## config.mk

```make
export PLATFORM = sky130hd
export DESIGN_NAME = nfc_host
export DESIGN_NICKNAME = d
export VERILOG_FILES = /design/src/core/nfc_pkg.sv /design/src/core/nfc_host.sv /design/src/core/nfc_sync.sv
export SDC_FILE = /design/constraint.sdc
export NUM_CORES = 1
export LEC_CHECK = 0
export ABC_AREA = 1
export ABC_CLOCK_PERIOD_IN_PS = 7300
export BUFFER_PORTS_ARGS = -buffer_cell sky130_fd_sc_hd__buf_2
export CORE_UTILIZATION = 55
export DETAILED_ROUTE_END_ITERATION = 7
export GPL_ROUTABILITY_DRIVEN = 0
export PLACE_DENSITY = 0.75
export SYNTH_ARGS = -nofsm -noshare
export SYNTH_HDL_FRONTEND = slang
export SYNTH_SLANG_ARGS = --single-unit
export TNS_END_PERCENT = 100
```

## constraint.sdc

```tcl
create_clock -name mclk -period 7.3 [get_ports mclk]
set_input_delay 0 -clock mclk [delete_from_list [all_inputs] [get_ports mclk]]
set_output_delay 0 -clock mclk [all_outputs]
set_load 0.05 [all_outputs]
```

## src/core/nfc_pkg.sv

```systemverilog
// constants for the host-side nand flash command sequencer
// assumes a 200 MHz mclk; every time figure below is turned into cycles here
package nfc_pkg;
	localparam int CLK_NS = 5;

	// strobe and wait times in ns, then timer loads: whole cycles rounded up, less one
	localparam int WE_LO_NS = 25;
	localparam int WE_HI_NS = 25;
	localparam int RD_LO_NS = 55;
	localparam int RD_HI_NS = 25;
	localparam int TRB_NS = 100;
	localparam int WHR_NS = 60;
	localparam int CEH_NS = 100;
	localparam int TMR_W = 8;
	localparam logic [TMR_W-1:0] WE_LO_T = TMR_W'((WE_LO_NS + CLK_NS - 1) / CLK_NS - 1);
	localparam logic [TMR_W-1:0] WE_HI_T = TMR_W'((WE_HI_NS + CLK_NS - 1) / CLK_NS - 1);
	localparam logic [TMR_W-1:0] RD_LO_T = TMR_W'((RD_LO_NS + CLK_NS - 1) / CLK_NS - 1);
	localparam logic [TMR_W-1:0] RD_HI_T = TMR_W'((RD_HI_NS + CLK_NS - 1) / CLK_NS - 1);
	localparam logic [TMR_W-1:0] TRB_T = TMR_W'((TRB_NS + CLK_NS - 1) / CLK_NS - 1);
	localparam logic [TMR_W-1:0] WHR_T = TMR_W'((WHR_NS + CLK_NS - 1) / CLK_NS - 1);
	localparam logic [TMR_W-1:0] CEH_T = TMR_W'((CEH_NS + CLK_NS - 1) / CLK_NS - 1);

	// device command bytes
	localparam logic [7:0] CMD_READ_MAIN = 8'h00;
	localparam logic [7:0] CMD_READ_HALF2 = 8'h01;
	localparam logic [7:0] CMD_READ_SPARE = 8'h50;
	localparam logic [7:0] CMD_DATA_IN = 8'h80;
	localparam logic [7:0] CMD_PROG_GO = 8'h10;
	localparam logic [7:0] CMD_ERASE_SETUP = 8'h60;
	localparam logic [7:0] CMD_ERASE_GO = 8'hd0;
	localparam logic [7:0] CMD_STATUS = 8'h70;
	localparam logic [7:0] CMD_ID = 8'h90;
	localparam logic [7:0] CMD_RESET = 8'hff;
	localparam logic [7:0] ID_ADDR = 8'h00;

	// operation codes written by software
	localparam logic [2:0] OP_READ_MAIN = 3'h0;
	localparam logic [2:0] OP_READ_HALF2 = 3'h1;
	localparam logic [2:0] OP_READ_SPARE = 3'h2;
	localparam logic [2:0] OP_PROG = 3'h3;
	localparam logic [2:0] OP_ERASE = 3'h4;
	localparam logic [2:0] OP_STATUS = 3'h5;
	localparam logic [2:0] OP_ID = 3'h6;
	localparam logic [2:0] OP_RESET = 3'h7;

	// own register map
	localparam logic [7:0] REG_CMD = 8'h00;
	localparam logic [7:0] REG_ADDR = 8'h04;
	localparam logic [7:0] REG_COUNT = 8'h08;
	localparam logic [7:0] REG_CTRL = 8'h0c;
	localparam logic [7:0] REG_STATUS = 8'h10;
	localparam logic [7:0] REG_WDATA = 8'h14;
	localparam logic [7:0] REG_RDATA = 8'h18;
	localparam int CTRL_PROT_BIT = 0;
	localparam int CTRL_SPARE_BIT = 1;
	localparam logic [1:0] CTRL_RESET = 2'h0;
	localparam int ST_DONE_BIT = 1;
	localparam int ST_REFUSED_BIT = 2;

	// device status byte and page layout
	localparam logic [7:0] RESULT_RESET = 8'hc0;
	localparam int SR_FAIL_BIT = 0;
	localparam logic [9:0] COL_HALF2 = 10'h100;
	localparam logic [9:0] COL_SPARE = 10'h200;
	localparam logic [9:0] COL_LAST = 10'h20f;
	localparam logic [1:0] ADDR_LAST = 2'h2;
	localparam logic [1:0] ERASE_FIRST = 2'h1;
	localparam int ID_READS = 2;
	localparam logic [1:0] PROG_MAIN_MAX = 2'h2;
	localparam logic [1:0] PROG_SPARE_MAX = 2'h3;
endpackage

```

## src/core/nfc_host.sv

```systemverilog
// host controller that drives a nand flash card over its strobe pins
// assumes an apb master on mclk, and the tri-state bus resolved outside
`timescale 1ns/1ps
`default_nettype none
// Summary of operation
// - main read sends 00H then three address bytes
// - after last column the host waits for reload; ends reading with chip_sel_n high
// - main reads always reissue 00H or 01H to leave the spare pointer
// - host refuses a third main or fourth spare program of one page
// - program sends 00H or 50H, 80H, three address bytes, data bytes, then 10H
// - erase sends 60H, two row address bytes, then D0H
// - reads after a status read start again with a read command
// - id read sends 90H, address 00H, then takes two bytes
module nfc_host #(
	parameter int CNT_W = 16
) (
	input wire logic mclk,
	input wire logic arst_n,
	input wire logic psel,
	input wire logic penable,
	input wire logic pwrite,
	input wire logic [7:0] paddr,
	input wire logic [31:0] pwdata,
	output logic [31:0] prdata,
	output logic pready,
	output logic pslverr,
	output logic cmd_latch,
	output logic addr_latch,
	output logic wr_strobe_n,
	output logic out_strobe_n,
	output logic chip_sel_n,
	output logic protect_n,
	output logic [7:0] io_out,
	output logic io_oe,
	input wire logic [7:0] io_in,
	input wire logic ready_busy_n
);
	typedef enum logic [3:0] {S_IDLE, S_CMD, S_ADDR, S_DWAIT, S_DIN, S_WAIT, S_RDY, S_WHR,
		S_RWAIT, S_RD, S_CEH} nfc_state_t;

	logic rst_m_q, rst_n_q;
	logic [8:0] sync_q;
	logic rb_s;
	logic [7:0] io_s;
	nfc_state_t state_q;
	logic ph_q;
	logic [nfc_pkg::TMR_W-1:0] tmr_q;
	logic [7:0] cmd_q, dout_q, wdata_q, rdata_q, result_q;
	logic [1:0] aidx_q, ctrl_q, main_cnt_q, spare_cnt_q;
	logic [CNT_W-1:0] left_q, cnt_q;
	logic [9:0] col_q;
	logic [2:0] op_q;
	logic [23:0] addr_q;
	logic [14:0] last_page_q;
	logic wfull_q, rfull_q, done_q, refused_q;
	logic acc, wr_en, rd_en, cmd_wr, same_page, limit_hit, start, abort, refuse;
	logic tick, wcyc_end, capture, to_sw, is_read;
	logic [2:0] new_op;

	function automatic logic mapped(input logic [7:0] a);
		case (a)
			nfc_pkg::REG_CMD, nfc_pkg::REG_ADDR, nfc_pkg::REG_COUNT, nfc_pkg::REG_CTRL,
			nfc_pkg::REG_STATUS, nfc_pkg::REG_WDATA, nfc_pkg::REG_RDATA: mapped = 1'b1;
			default: mapped = 1'b0;
		endcase
	endfunction

	function automatic logic [7:0] first_cmd(input logic [2:0] op, input logic spare);
		case (op)
			nfc_pkg::OP_READ_MAIN: first_cmd = nfc_pkg::CMD_READ_MAIN;
			nfc_pkg::OP_READ_HALF2: first_cmd = nfc_pkg::CMD_READ_HALF2;
			nfc_pkg::OP_READ_SPARE: first_cmd = nfc_pkg::CMD_READ_SPARE;
			nfc_pkg::OP_PROG: first_cmd = spare ? nfc_pkg::CMD_READ_SPARE : nfc_pkg::CMD_READ_MAIN;
			nfc_pkg::OP_ERASE: first_cmd = nfc_pkg::CMD_ERASE_SETUP;
			nfc_pkg::OP_STATUS: first_cmd = nfc_pkg::CMD_STATUS;
			nfc_pkg::OP_ID: first_cmd = nfc_pkg::CMD_ID;
			default: first_cmd = nfc_pkg::CMD_RESET;
		endcase
	endfunction

	function automatic logic [7:0] addr_byte(input logic [2:0] op, input logic [1:0] idx,
		input logic [23:0] a, input logic spare);
		if (op == nfc_pkg::OP_ID) begin
			addr_byte = nfc_pkg::ID_ADDR;
		end else begin
			case (idx)
				2'h0: addr_byte = spare ? {4'h0, a[3:0]} : a[7:0];
				2'h1: addr_byte = a[16:9];
				default: addr_byte = {1'b0, a[23:17]};
			endcase
		end
	endfunction

	always_ff @(posedge mclk or negedge arst_n) begin
		if (!arst_n) begin
			rst_m_q <= 1'b0;
			rst_n_q <= 1'b0;
		end else begin
			rst_m_q <= 1'b1;
			rst_n_q <= rst_m_q;
		end
	end

	nfc_sync #(.W(9)) u_sync (
		.clk(mclk),
		.rst_n(rst_n_q),
		.d({ready_busy_n, io_in}),
		.q(sync_q)
	);
	assign rb_s = sync_q[8];
	assign io_s = sync_q[7:0];

	// apb slave: no wait states, read data latched in the setup cycle
	assign acc = psel && penable;
	assign wr_en = acc && pwrite;
	assign rd_en = acc && !pwrite;
	assign pready = 1'b1;
	assign pslverr = acc && !mapped(paddr);
	assign cmd_wr = wr_en && (paddr == nfc_pkg::REG_CMD);
	assign new_op = pwdata[2:0];
	assign same_page = (addr_q[23:9] == last_page_q);
	assign limit_hit = (new_op == nfc_pkg::OP_PROG) && same_page && (ctrl_q[nfc_pkg::CTRL_SPARE_BIT] ?
		(spare_cnt_q >= nfc_pkg::PROG_SPARE_MAX) : (main_cnt_q >= nfc_pkg::PROG_MAIN_MAX));
	// a program with no data would leave 10H unanswered by the card
	assign start = cmd_wr && (state_q == S_IDLE) && !limit_hit &&
		!((new_op == nfc_pkg::OP_PROG) && (cnt_q == '0));
	assign abort = cmd_wr && (new_op == nfc_pkg::OP_RESET) &&
		((state_q == S_RDY) || (state_q == S_WAIT));
	assign refuse = cmd_wr && !start && !abort;

	assign tick = (tmr_q == '0);
	assign wcyc_end = ph_q && tick;
	assign capture = (state_q == S_RD) && !ph_q && tick;
	assign is_read = (op_q == nfc_pkg::OP_READ_MAIN) || (op_q == nfc_pkg::OP_READ_HALF2) ||
		(op_q == nfc_pkg::OP_READ_SPARE);
	assign to_sw = is_read || (op_q == nfc_pkg::OP_STATUS) || (op_q == nfc_pkg::OP_ID);

	always_ff @(posedge mclk or negedge rst_n_q) begin
		if (!rst_n_q) begin
			prdata <= 32'h0;
		end else if (psel && !penable) begin
			case (paddr)
				nfc_pkg::REG_CMD: prdata <= {29'h0, op_q};
				nfc_pkg::REG_ADDR: prdata <= {8'h00, addr_q};
				nfc_pkg::REG_COUNT: prdata <= 32'(cnt_q);
				nfc_pkg::REG_CTRL: prdata <= {30'h0, ctrl_q};
				nfc_pkg::REG_STATUS: prdata <= {16'h0, result_q, 2'h0, rb_s, wfull_q, rfull_q,
					refused_q, done_q, state_q != S_IDLE};
				nfc_pkg::REG_RDATA: prdata <= {24'h0, rdata_q};
				default: prdata <= 32'h0;
			endcase
		end
	end

	always_ff @(posedge mclk or negedge rst_n_q) begin
		if (!rst_n_q) begin
			addr_q <= 24'h0;
			cnt_q <= '0;
			ctrl_q <= nfc_pkg::CTRL_RESET;
			op_q <= nfc_pkg::OP_READ_MAIN;
		end else begin
			if (wr_en && paddr == nfc_pkg::REG_ADDR) addr_q <= pwdata[23:0];
			if (wr_en && paddr == nfc_pkg::REG_COUNT) cnt_q <= pwdata[CNT_W-1:0];
			if (wr_en && paddr == nfc_pkg::REG_CTRL) ctrl_q <= pwdata[1:0];
			if (start || abort) op_q <= new_op;
		end
	end

	// sticky flags: clear first so a same-cycle event still wins
	always_ff @(posedge mclk or negedge rst_n_q) begin
		if (!rst_n_q) begin
			done_q <= 1'b0;
			refused_q <= 1'b0;
			wfull_q <= 1'b0;
			wdata_q <= 8'h00;
		end else begin
			if (wr_en && paddr == nfc_pkg::REG_STATUS) begin
				if (pwdata[nfc_pkg::ST_DONE_BIT]) done_q <= 1'b0;
				if (pwdata[nfc_pkg::ST_REFUSED_BIT]) refused_q <= 1'b0;
			end
			if (state_q == S_CEH && tick) done_q <= 1'b1;
			if (refuse) refused_q <= 1'b1;
			if (state_q == S_DWAIT) wfull_q <= 1'b0;
			if (wr_en && paddr == nfc_pkg::REG_WDATA) begin
				wfull_q <= 1'b1;
				wdata_q <= pwdata[7:0];
			end
		end
	end

	always_ff @(posedge mclk or negedge rst_n_q) begin
		if (!rst_n_q) begin
			rfull_q <= 1'b0;
			rdata_q <= 8'h00;
			result_q <= nfc_pkg::RESULT_RESET;
		end else begin
			if (rd_en && paddr == nfc_pkg::REG_RDATA) rfull_q <= 1'b0;
			if (capture && to_sw) begin
				rfull_q <= 1'b1;
				rdata_q <= io_s;
			end
			if (capture && !is_read && op_q != nfc_pkg::OP_ID) result_q <= io_s;
		end
	end

	// one page remembered; counts programs since its last erase
	always_ff @(posedge mclk or negedge rst_n_q) begin
		if (!rst_n_q) begin
			last_page_q <= '1;
			main_cnt_q <= 2'h0;
			spare_cnt_q <= 2'h0;
		end else if (start && new_op == nfc_pkg::OP_PROG) begin
			if (!same_page) begin
				last_page_q <= addr_q[23:9];
				main_cnt_q <= 2'h0;
				spare_cnt_q <= 2'h0;
			end
			if (ctrl_q[nfc_pkg::CTRL_SPARE_BIT]) begin
				spare_cnt_q <= (same_page ? spare_cnt_q : 2'h0) + 2'h1;
			end else begin
				main_cnt_q <= (same_page ? main_cnt_q : 2'h0) + 2'h1;
			end
		end else if (start && new_op == nfc_pkg::OP_ERASE && addr_q[23:14] == last_page_q[14:5]) begin
			main_cnt_q <= 2'h0;
			spare_cnt_q <= 2'h0;
		end
	end

	always_ff @(posedge mclk or negedge rst_n_q) begin
		if (!rst_n_q) begin
			state_q <= S_IDLE;
			ph_q <= 1'b0;
			tmr_q <= '0;
			cmd_q <= nfc_pkg::CMD_READ_MAIN;
			aidx_q <= 2'h0;
			left_q <= '0;
			col_q <= 10'h0;
			dout_q <= 8'h00;
		end else if (abort) begin
			state_q <= S_CMD;
			cmd_q <= nfc_pkg::CMD_RESET;
			ph_q <= 1'b0;
			tmr_q <= nfc_pkg::WE_LO_T;
		end else begin
			if (!tick) tmr_q <= tmr_q - 1'b1;
			case (state_q)
				S_IDLE: begin
					if (start) begin
						state_q <= S_CMD;
						ph_q <= 1'b0;
						tmr_q <= nfc_pkg::WE_LO_T;
						cmd_q <= first_cmd(new_op, ctrl_q[nfc_pkg::CTRL_SPARE_BIT]);
						aidx_q <= (new_op == nfc_pkg::OP_ERASE) ? nfc_pkg::ERASE_FIRST : 2'h0;
						if (new_op == nfc_pkg::OP_ID) left_q <= CNT_W'(nfc_pkg::ID_READS);
						else if (new_op == nfc_pkg::OP_STATUS) left_q <= CNT_W'(1);
						else left_q <= cnt_q;
						case (new_op)
							nfc_pkg::OP_READ_HALF2: col_q <= nfc_pkg::COL_HALF2 + {2'h0, addr_q[7:0]};
							nfc_pkg::OP_READ_SPARE: col_q <= nfc_pkg::COL_SPARE + {6'h0, addr_q[3:0]};
							default: col_q <= {2'h0, addr_q[7:0]};
						endcase
					end
				end
				S_CMD, S_ADDR, S_DIN: begin
					if (!ph_q && tick) begin
						ph_q <= 1'b1;
						tmr_q <= nfc_pkg::WE_HI_T;
					end else if (wcyc_end) begin
						ph_q <= 1'b0;
						tmr_q <= nfc_pkg::WE_LO_T;
						if (state_q == S_CMD) begin
							case (cmd_q)
								nfc_pkg::CMD_READ_MAIN, nfc_pkg::CMD_READ_HALF2, nfc_pkg::CMD_READ_SPARE: begin
									if (op_q == nfc_pkg::OP_PROG) cmd_q <= nfc_pkg::CMD_DATA_IN;
									else state_q <= S_ADDR;
								end
								nfc_pkg::CMD_DATA_IN, nfc_pkg::CMD_ERASE_SETUP, nfc_pkg::CMD_ID: state_q <= S_ADDR;
								nfc_pkg::CMD_STATUS: begin
									state_q <= S_WHR;
									tmr_q <= nfc_pkg::WHR_T;
								end
								default: begin
									state_q <= S_WAIT;
									tmr_q <= nfc_pkg::TRB_T;
								end
							endcase
						end else if (state_q == S_DIN) begin
							left_q <= left_q - 1'b1;
							if (left_q == CNT_W'(1)) begin
								state_q <= S_CMD;
								cmd_q <= nfc_pkg::CMD_PROG_GO;
							end else begin
								state_q <= S_DWAIT;
							end
						end else if (op_q == nfc_pkg::OP_ID || aidx_q == nfc_pkg::ADDR_LAST) begin
							case (op_q)
								nfc_pkg::OP_PROG: state_q <= S_DWAIT;
								nfc_pkg::OP_ERASE: begin
									state_q <= S_CMD;
									cmd_q <= nfc_pkg::CMD_ERASE_GO;
								end
								nfc_pkg::OP_ID: begin
									state_q <= S_WHR;
									tmr_q <= nfc_pkg::WHR_T;
								end
								default: begin
									state_q <= S_WAIT;
									tmr_q <= nfc_pkg::TRB_T;
								end
							endcase
						end else begin
							aidx_q <= aidx_q + 2'h1;
						end
					end
				end
				S_DWAIT: begin
					if (wfull_q) begin
						state_q <= S_DIN;
						dout_q <= wdata_q;
						tmr_q <= nfc_pkg::WE_LO_T;
					end
				end
				S_WAIT: if (tick) state_q <= S_RDY;
				S_RDY: begin
					// busy window: only status or reset may reach the card
					if (rb_s) begin
						ph_q <= 1'b0;
						if (is_read) begin
							state_q <= S_RWAIT;
						end else if (op_q == nfc_pkg::OP_RESET) begin
							state_q <= S_CEH;
							tmr_q <= nfc_pkg::CEH_T;
						end else begin
							state_q <= S_CMD;
							cmd_q <= nfc_pkg::CMD_STATUS;
							tmr_q <= nfc_pkg::WE_LO_T;
							// program data loop left the count at zero, erase left the COUNT value; the status read is one byte
							left_q <= CNT_W'(1);
						end
					end
				end
				S_WHR: if (tick) state_q <= S_RWAIT;
				S_RWAIT: begin
					// software backpressure: no strobe until the last byte was taken
					if (!rfull_q || !to_sw) begin
						state_q <= S_RD;
						ph_q <= 1'b0;
						tmr_q <= nfc_pkg::RD_LO_T;
					end
				end
				S_RD: begin
					if (!ph_q && tick) begin
						ph_q <= 1'b1;
						tmr_q <= nfc_pkg::RD_HI_T;
					end else if (wcyc_end) begin
						ph_q <= 1'b0;
						left_q <= left_q - 1'b1;
						if (left_q == CNT_W'(1)) begin
							state_q <= S_CEH;
							tmr_q <= nfc_pkg::CEH_T;
						end else if (is_read && col_q == nfc_pkg::COL_LAST) begin
							col_q <= (op_q == nfc_pkg::OP_READ_SPARE) ? nfc_pkg::COL_SPARE : 10'h0;
							state_q <= S_WAIT;
							tmr_q <= nfc_pkg::TRB_T;
						end else begin
							col_q <= col_q + 10'h1;
							state_q <= S_RWAIT;
						end
					end
				end
				S_CEH: if (tick) state_q <= S_IDLE;
				default: state_q <= S_IDLE;
			endcase
		end
	end

	// pins from flops; one cycle behind the sequencer state
	always_ff @(posedge mclk or negedge rst_n_q) begin
		if (!rst_n_q) begin
			cmd_latch <= 1'b0;
			addr_latch <= 1'b0;
			wr_strobe_n <= 1'b1;
			out_strobe_n <= 1'b1;
			chip_sel_n <= 1'b1;
			protect_n <= 1'b0;
			io_out <= 8'h00;
			io_oe <= 1'b0;
		end else begin
			cmd_latch <= (state_q == S_CMD);
			addr_latch <= (state_q == S_ADDR);
			wr_strobe_n <= !(((state_q == S_CMD) || (state_q == S_ADDR) || (state_q == S_DIN)) && !ph_q);
			out_strobe_n <= !((state_q == S_RD) && !ph_q);
			chip_sel_n <= (state_q == S_IDLE) || (state_q == S_CEH);
			protect_n <= ctrl_q[nfc_pkg::CTRL_PROT_BIT];
			io_oe <= (state_q == S_CMD) || (state_q == S_ADDR) || (state_q == S_DIN);
			case (state_q)
				S_CMD: io_out <= cmd_q;
				S_ADDR: io_out <= addr_byte(op_q, aidx_q, addr_q, op_q == nfc_pkg::OP_READ_SPARE ||
					(op_q == nfc_pkg::OP_PROG && ctrl_q[nfc_pkg::CTRL_SPARE_BIT]));
				S_DIN: io_out <= dout_q;
				default: io_out <= 8'h00;
			endcase
		end
	end

	logic [nfc_pkg::TMR_W-1:0] re_lo_q;

	// counts read strobe low cycles; a long repetition would be too slow to check
	always_ff @(posedge mclk or negedge rst_n_q) begin
		if (!rst_n_q) begin
			re_lo_q <= '0;
		end else begin
			re_lo_q <= out_strobe_n ? '0 : re_lo_q + 1'b1;
		end
	end
endmodule
`default_nettype wire

```

## src/core/nfc_sync.sv

```systemverilog
// two-flop synchroniser for the pins coming back from the card
// assumes a synchronous-release active-low reset from the top
`timescale 1ns/1ps
`default_nettype none
module nfc_sync #(
	parameter int W = 9
) (
	input wire logic clk,
	input wire logic rst_n,
	input wire logic [W-1:0] d,
	output logic [W-1:0] q
);
	logic [W-1:0] meta_q;

	// meta_q feeds nothing but q
	always_ff @(posedge clk or negedge rst_n) begin
		if (!rst_n) begin
			meta_q <= '0;
			q <= '0;
		end else begin
			meta_q <= d;
			q <= meta_q;
		end
	end
endmodule
`default_nettype wire
```

Yosys cells after proc, flatten, opt, wreduce, memory -nomap -nowiden
Index checks and enable logic that the tools add are counted.
Operators by class
  add/subtract/negate cells: 8
  $lt $le $gt $ge: 2
  equal/unequal tests: 76
  multiplexer cells: 121
  bitwise operators: 2
  reduce and logical (&&, ||, !) cells: 99
Operators with widths (number)
  $mux 8: 30
  $mux 16: 12
  $pmux 24 s6: 1
  $mux 4: 20
  $pmux 16 s4: 1
  $mux 10: 6
  $pmux 8 s7: 1
  $pmux 8 s3: 2
  $pmux 8 s6: 1
  $pmux 10 s2: 2
  $ne 3x3->1 const B: 13
  $logic_and 1x1->1: 36
  $pmux 4 s9: 1
  $mux 2: 14
  $eq 3x3->1 const B: 8
  $eq 8x5->1 const B: 3
  $eq 8x7->1 const B: 3
  $logic_not 8->1: 3
  $ne 2x2->1 const B: 12
  $reduce_and 12->1: 2
  $ne 5x5->1 const B: 4
  $pmux 5 s2: 2
  $mux 1: 19
  $reduce_bool 2->1: 9
  55 further kinds: 103
Storage, ports and cells
  register bits after elaboration: 216
  bits of input ports: 54
  word-level logic and storage cells: 343

Longest topological paths before layout
Gate-level depths: netlist of the first run.
  word-level depth: 11
  mapped depth: 16

Hierarchy
From an unflattened synthesis of the first run, not the netlist that was laid out.
Second synthesis, totals
  cells, all modules: 1444
  area, all modules: 11208.2 µm²
Modules (own cells, without submodules)
  nfc_host: instances 1, cells each 1426, area an instance 10757.8 µm², sequential area each 4729.5 µm²
  nfc_sync: instances 1, cells each 18, area an instance 450.4 µm², sequential area each 450.4 µm²

Least setup slack after synthesis of the first run
Ideal clock, no wire load.
  path kind: reg-to-reg
  start point: reg tmr_q[0] (netlist bit)
  end point: reg left_q[0]
  data arrival time: 1.689 ns
  slack: 5.489 ns
  stages on the path, launching flop included: 15
  clock period less this slack: 1.811 ns
  cell sequence: dfrtp_1 > inv_1 > ha_1 > nand2_1 > nor2_1 > inv_2 > nor2_1 > nand2_1 > nand2_1 > inv_1 > nand3_1 > nor2_2 > nand3_2 > buf_6 > o21ai_2
On the way
  word-level cells in the longest chain between the ends: 4
Ends and longest elaborated chain
  start, declared: RTL line nfc_host.sv:47  | logic [nfc_pkg::TMR_W-1:0] tmr_q;
  start signal, assigned: RTL line nfc_host.sv:243  | tmr_q <= nfc_pkg::WE_LO_T;
  start signal, assigned: RTL line nfc_host.sv:245  | if (!tick) tmr_q <= tmr_q - 1'b1;
  start signal, assigned: RTL line nfc_host.sv:251  | tmr_q <= nfc_pkg::WE_LO_T;
  $logic_not 8->1 *: RTL line nfc_host.sv:131  | assign tick = (tmr_q == '0);
  $logic_and 1x1->1 (on tied branches): RTL line nfc_host.sv:265, nfc_host.sv:352, nfc_host.sv:132
  $ne 2x2->1 (no source line)
  $reduce_and 12->1 (no source line) *
  end signal, assigned: RTL line nfc_host.sv:256  | else left_q <= cnt_q;
  end signal, assigned: RTL line nfc_host.sv:288  | left_q <= left_q - 1'b1;
  end signal, assigned: RTL line nfc_host.sv:357  | left_q <= left_q - 1'b1;
  end, declared: RTL line nfc_host.sv:50  | logic [CNT_W-1:0] left_q, cnt_q;
Mark *: on every way between the ends. The rest lies on a longest branch, timed or not.
A chain may end at the register's enable or synchronous reset.

Worst setup path in the final report of the first run
  start point: in paddr[0]
  end point: reg left_q[0]
On the way
  word-level cells in the longest chain between the ends: 7
Ends and longest elaborated chain
  start, declared: RTL line nfc_host.sv:22  | input wire logic [7:0] paddr,
  $logic_not 8->1 *: RTL line nfc_host.sv:119  | assign cmd_wr = wr_en && (paddr == nfc_pkg::REG_CMD);
  $logic_and 1x1->1 *: RTL line nfc_host.sv:119
  $logic_and 1x1->1 (3 in a row): RTL line nfc_host.sv:125  | assign start = cmd_wr && (state_q == S_IDLE) && !limit_hit &&
  $ne 2x2->1 (no source line)
  $reduce_and 12->1 (no source line) *
  end signal, assigned: RTL line nfc_host.sv:254  | if (new_op == nfc_pkg::OP_ID) left_q <= CNT_W'(nfc_pkg::ID_READS);
  end signal, assigned: RTL line nfc_host.sv:256
  end signal, assigned: RTL line nfc_host.sv:288
Marks and branches as above.

==> impl_summary.txt, run 1 <==
----------------------------------------------------
[Run status]
  Outcome ... finished clean

[CTS]
  Sink count of the clock tree ... 206
  Cts bufs inserted ... 23
  Longest Clk Path Bufs ... 3
  Level count of the clock H-tree ... 1
  Clock-pin transition on the worst setup and hold timing paths ... 0.07 ns
  Post_cts resized ... 0
  TritonCTS clock tree ... yes
  Clock root buffer ... clkbuf_16
  Clock latency on the worst-skew pair ... 0.53 ns

[Route]
  Final wirelength ... 29,130 µm
  Drc violations ... 0
  Via count normalized by instance count ... 5.453
  Per-cell routed wire length ... 16.10 µm
  1st-iter DRT viols ... 985
  DRT antenna net count ... 0
  Drt pass-1 iters ... 6
  Via count ... 9,864

[Layout]
  Most common cell after layout, fill and taps aside ... nand2_1
  Filler cell count ... 1,656
  Number of inserted diodes ... 0
  Leading cell types in the layout, fill and taps excluded ... nand2_1 (367), dfrtp_1 (185), inv_1 (170)
  Nets@finish ... 1,589
  Relative area change from synthesis to final layout ... 16.27%
  Area taken by flip-flops and latches ... 0.005184 mm²
  Count of non-filler cells in the finished layout ... 1,809
  Combined area of the multi-input logic cells ... 0.004831 mm²
  Share of post-route cells with drive strength above 1 ... 0.1541

[Timing]
  Tightest hold margin ... 0.05643 ns
  Transition at the pin with the smallest max-transition slack ... 1.005 ns
  RSZ-0062 raised after global routing ... no
  Worst slew margin ... 0.3302
  Final TNS setup ... 0 ns
  Worst clock skew ... 0.01727 ns
  Max Transition Viols Final ... 0
  Final Critical Period ... 3.460 ns
  Part of the cycle the worst path needs ... 0.4740
  Final count of negative-setup-slack endpoints ... 0
  Count of final hold-check violations ... 0
  Fmax ... 289.0 MHz

[Pwr]
  Worst vdd rail ir drop ... 0.2271 mV
  Power density over the cells ... 334.0 mW/mm²
  Lkg Pwr ... 6.254 nW

[Job]
  Max-Cap Viols ... 0

[Floorplan]
  Number of primary I/O pins ... 103
  Die Y-Extent ... 143.1 µm
  Initial core utilization ... 0.5623
  Total die area ... 0.02047 mm²
  Area of the placeable core ... 0.01946 mm²
  Cell row count ... 51
  Die Span X ... 143.1 µm

[Worst setup path]
  CP Data Arrival Time ... 3.83 ns
  Critical path startpoint category ... input pin
  Top fanout value on the critical path ... 32
  Required time worst endpoint ... 7.67 ns
  CP endpoint kind ... flop
  Type of the worst setup path ... in2reg

[Place]
  Final HPWL DP ... 20,680 µm
  Cell total after placement ... 1,723
  Number of port buffers ... 85

[Synth]
  Simple-Gate Fraction of Synth Area ... 0.2648
  Count of cell types in the netlist ... 48
  Synth Area in XOR/XNOR ... 0.01280
  Dominant combinational cell family by area after synthesis ... simple AND/OR/NAND/NOR gates
  Number of warnings reported in the yosys synthesis log ... 0
  Flip-flop and latch count after synthesis ... 206
  Adder and majority cell fraction of the synthesized area ... 0.009146
  Area fraction in compound gates after synthesis ... 0.1430
  Cell count after synthesis ... 1,407
  Share of cell area taken by muxes after synthesis ... 0.008231
  Sequential-to-total area share from yosys stat ... 0.4733
  Post-synth design cell area ... 0.01094 mm²
  Syn avg cell area ... 7.778 µm²

[GRT]
  Global-route usage over all layers ... 0.2991
  Initial antenna violation count ... 0
  Largest net degree at the start of global routing ... 77
  Via count of the first global-routing pass ... 9,281
  Total congestion overflow after global routing ... 0
  Wire length of the first global-routing pass ... 47,290 µm

[Min path]
  Type of the worst min-delay path ... in2reg

----------------------------------------------------
## per-stage QoR
step	util	cell area (µm²)	setup slack [ns]	total power, W
after CTS	0.6538	12720	3.847	0.004252
after detailed placement	0.5907	11500	4.093	0.003022
after floorplan	-	10970	1.169	0.002721
after global placement	0.5907	11500	4.185	0.002985
final	0.6538	12720	3.840	0.004250
after global routing	0.6538	12720	3.575	0.004519
## synth_stat cells, drive strengths merged
library cell | n | area (µm²)
o31ai | 10 | 75.07
nor3 | 21 | 105.1
clkinv | 2 | 7.510
dfstp | 20 | 525.5
o211ai | 5 | 37.54
a31oi | 1 | 6.260
mux2 | 8 | 90.09
inv | 183 | 686.9
nor4 | 2 | 12.51
buf | 28 | 201.4
o21ai | 178 | 965.9
a31o | 1 | 8.760
a221oi | 10 | 87.58
nand3b | 4 | 30.03
nand3 | 70 | 380.4
o221ai | 1 | 8.760
a41oi | 2 | 17.52
or2 | 6 | 37.54
a22oi | 1 | 7.510
nand2 | 391 | 1541
o21bai | 2 | 15.01
conb | 2 | 7.510
clkbuf | 18 | 67.56
a211oi | 1 | 7.510
or3 | 1 | 6.260
o22ai | 18 | 112.6
xor2 | 12 | 105.1
dfrtp | 186 | 4654
xnor2 | 4 | 35.03
a21o | 2 | 15.01
nand4 | 18 | 112.6
a21oi | 40 | 200.2
and3 | 1 | 6.260
ha | 8 | 100.1
nor2 | 150 | 665.6
## worst max-delay path: stages
cell and delay (ns):
dlygate4sd3_1 0.53, buf_2 0.11, nor2_1 0.25, dlygate4sd3_1 0.65
nand3_1 0.12, nor2_2 0.25, nand3_1 0.14, nor2_1 0.15
nand2_2 0.17, nand2_2 0.33, nand3_2 0.76, nand2_1 0.28
o21ai_2 0.08
## power breakdown
group          switching, W  total (W)  internal (W)
clock              0.000473    0.00120      0.000732
sequential         0.000123    0.00142       0.00129
combinational       0.00114    0.00163      0.000493
total               0.00173    0.00425       0.00252
## final cells by class
type | instances | area share
Multi-Input combinational cell | 978 | 0.3796
Tap cell | 265 | 0.02606
Inverter | 185 | 0.05457
Sequential cell | 206 | 0.4074
Clock buffer | 33 | 0.05133
Timing Repair Buffer | 133 | 0.07040
Clock inverter | 9 | 0.01062
## worst paths after layout
kind	to	slack (ns)	cells past startpoint	start
max	left_q[0]	3.84	13	paddr[0]
min	refused_q	0.06	6	paddr[6]
max reg2reg	left_q[0]	4.09	12	state_q[3]
min reg2reg	u_sync.q[8]	0.35	0	u_sync.meta_q[8]
max in group asynchronous	col_q[0]	5.37	1	rst_n_q
min in group asynchronous	rst_n_q	0.32	3	arst_n
## cells by family (layout without fill, tap and decap cells)
logic type / count (synthesis) / in the layout
AOI/OAI and AO/OA: 272 / 272
xor gates and xnor gates: 16 / 16
adders and majority gates: 8 / 8
buffers and inverters: 231 / 360
DFF: 206 / 206
muxes: 8 / 8
other: 2 / 10
and+or+nand+nor: 664 / 664
## state kept, by name, indices dropped and copies added (netlist names), 3 cells and up
signal         flops
addr_q            24
prdata            24
cnt_q             16
left_q            16
last_page_q       15
col_q             10
u_sync.meta_q      9
u_sync.q           9
dout_q             8
io_out             8
rdata_q            8
result_q           8
tmr_q              8
wdata_q            8
cmd_q              6
state_q            4
op_q               3
## layer usage
layer,share of wire,GRT usage,vias up
li1,-,-,4762
met4,0.032,0.1013,0
met1,0.43,0.4153,4635
met5,0,0,-
met2,0.46,0.4716,398
met3,0.079,0.05433,69
## timing repair
action                                  CTS  global route
endpoints found under the hold margin    64             0
hold buffers                             44             0
endpoints found under the setup margin    0             0
buffers inserted                          0             0
No activity file was read; power rests on OpenSTA's default activity.
==> run 2, diff against run 1 <==
Settings changed: ABC_CLOCK_PERIOD_IN_PS 7300 to 3500.
Clock period 7.3 ns to 3.5 ns, I/O delays scaled along.
==> impl_summary.txt, run 2 (synthesis gave the netlist of run 1 again) <==
----------------------------------------------------
[Layout]
  Relative area change from synthesis to final layout ... 17.01%
  Total non-filler cell area in the finished layout ... 0.01281 mm²
  Registers with the most flip-flops ... addr_q x24, prdata x24
  Combined area of the multi-input logic cells ... 0.004831 mm²
  Number of inserted diodes ... 0
  Nets@finish ... 1,597
  Most common cell after layout, fill and taps aside ... nand2_1
  Share of post-route cells with drive strength above 1 ... 0.1623
  Filler cell count ... 1,630
  Leading cell types in the layout, fill and taps excluded ... nand2_1 (367), dfrtp_1 (185), inv_1 (170)
  Area taken by flip-flops and latches ... 0.005184 mm²

[Worst setup path]
  CP Data Arrival Time ... 3.28 ns
  Top fanout value on the critical path ... 17
  CP endpoint kind ... flop
  Type of the worst setup path ... reg2reg
  Required time worst endpoint ... 3.89 ns
  Critical path startpoint category ... flop

[Min path]
  Type of the worst min-delay path ... in2reg

[CTS]
  Clock latency on the worst-skew pair ... 0.53 ns
  Post_cts resized ... 0
  Cts bufs inserted ... 24
  Number of hold buffers added after cts ... 41
  TritonCTS clock tree ... yes
  Setup fix buffers added after clock tree synthesis ... 0
  Clock-pin transition on the worst setup and hold timing paths ... 0.06 ns
  Sink count of the clock tree ... 206
  Clock root buffer ... clkbuf_16
  Level count of the clock H-tree ... 1
  Longest Clk Path Bufs ... 3

[Route]
  Final wirelength ... 29,300 µm
  1st-iter DRT viols ... 976
  Per-cell routed wire length ... 16.12 µm
  Via count ... 9,956
  Via count normalized by instance count ... 5.476
  Drc violations ... 1
  DRT antenna net count ... 0
  Drt pass-1 iters ... 8

[Floorplan]
  Die Y-Extent ... 143.1 µm
  Die Span X ... 143.1 µm
  Initial core utilization ... 0.5623
  Area of the placeable core ... 0.01946 mm²
  Number of primary I/O pins ... 103
  Cell row count ... 51
  Total die area ... 0.02047 mm²

[Timing]
  Worst slew margin ... 0.3774
  Transition at the pin with the smallest max-transition slack ... 0.9316 ns
  Max Transition Viols Final ... 0
  Part of the cycle the worst path needs ... 0.8246
  Final count of negative-setup-slack endpoints ... 0
  Fmax ... 346.5 MHz
  RSZ-0062 raised after global routing ... no
  Final TNS setup ... 0 ns
  Worst clock skew ... 0.02013 ns
  Count of final hold-check violations ... 0
  Final Critical Period ... 2.886 ns

[Pwr]
  Power density over the cells ... 693.8 mW/mm²
  Worst vdd rail ir drop ... 0.4251 mV
  Lkg Pwr ... 6.285 nW

[GRT]
  Initial antenna violation count ... 0
  Wire length of the first global-routing pass ... 47,230 µm
  Total congestion overflow after global routing ... 0
  Via count of the first global-routing pass ... 9,246
  Global-route usage over all layers ... 0.2977
  Largest net degree at the start of global routing ... 99

[Job]
  Max-Cap Viols ... 0

[Place]
  Final HPWL DP ... 21,060 µm
  Placed inst area ... 0.01160 mm²
  Number of port buffers ... 85

[Run status]
  Outcome ... complete, but fails checks
  Failing checks ... design-rule violations

----------------------------------------------------
-- run 2: cell count changes in the layout (fill, tap and decap cells not counted), moves of 2 or more --
cell,previous run,this run
clkinvlp_4,0,4
buf_4,4,12
buf_12,0,2
bufinv_16,3,1
clkbuf_1,6,4
dlygate4sd3_1,44,41
clkinv_2,5,2
-- run 2: critical path, stage by stage, from the launching register on --
cell     delay [ns]
dfrtp_1        0.45
inv_2          0.09
nand2_2        0.15
nor2_4         0.32
nand3_1        0.14
nor2_1         0.15
nand2_2        0.16
nand2_2        0.34
nand3_2        0.45
buf_4          0.37
nand2_2        0.07
o21ai_2        0.04
-- run 2: final cells by class --
cell class	count	share of cell area
Clock buffer	33	0.05344
Timing Repair Buffer	140	0.07543
Tap cell	265	0.02589
Clock inverter	11	0.008989
Inverter	185	0.05423
Sequential cell	206	0.4048
Multi-Input combinational cell	978	0.3772
-- run 2: worst paths after layout --
| kind | startpoint | endpoint | slack (ns) | depth (start not counted) |
|---|---|---|---|---|
| worst min-delay path | paddr[0] | refused_q | 0.02 | 6 |
| worst min register to register | rst_n_q | io_out[0] | 0.26 | 0 |
| min in group asynchronous | rst_n_q | io_out[0] | 0.26 | 0 |
| worst max register to register | state_q[3] | left_q[8] | 0.61 | 11 |
| worst max-delay path | state_q[3] | left_q[8] | 0.61 | 11 |
| max in group asynchronous | rst_n_q | result_q[6] | 2.36 | 1 |
-- run 2: metal layers --
metal / wire, µm / GRT usage
met2: 13600 / 0.4845
met5: 0 / 0
met3: 2442 / 0.04728
met4: 801 / 0.08376
met1: 12460 / 0.4114
-- run 2: per-stage QoR --
| stage | std cells | worst slack, ns | power, W | utilization | hold WS, ns |
|---|---|---|---|---|---|
| after global placement | 1733 | 0.7389 | 0.006285 | 0.5958 | -0.2129 |
| final | 1818 | 0.6139 | 0.008884 | 0.6580 | 0.02207 |
| after detailed placement | 1733 | 0.6836 | 0.006364 | 0.5958 | -0.2091 |
| after global routing | 1818 | 0.4448 | 0.009439 | 0.6580 | 0.06146 |
| after floorplan | 1415 | 0.1267 | 0.005675 | - | -0.2956 |
| after CTS | 1818 | 0.6536 | 0.008878 | 0.6580 | 0.002979 |
-- run 2: report_power, final --
part | internal (W) | switching (W) | total [W]
clock network | 0.00146 | 0.00102 | 0.00248
registers | 0.00270 | 0.000248 | 0.00295
logic | 0.00107 | 0.00239 | 0.00346
total | 0.00523 | 0.00366 | 0.00888
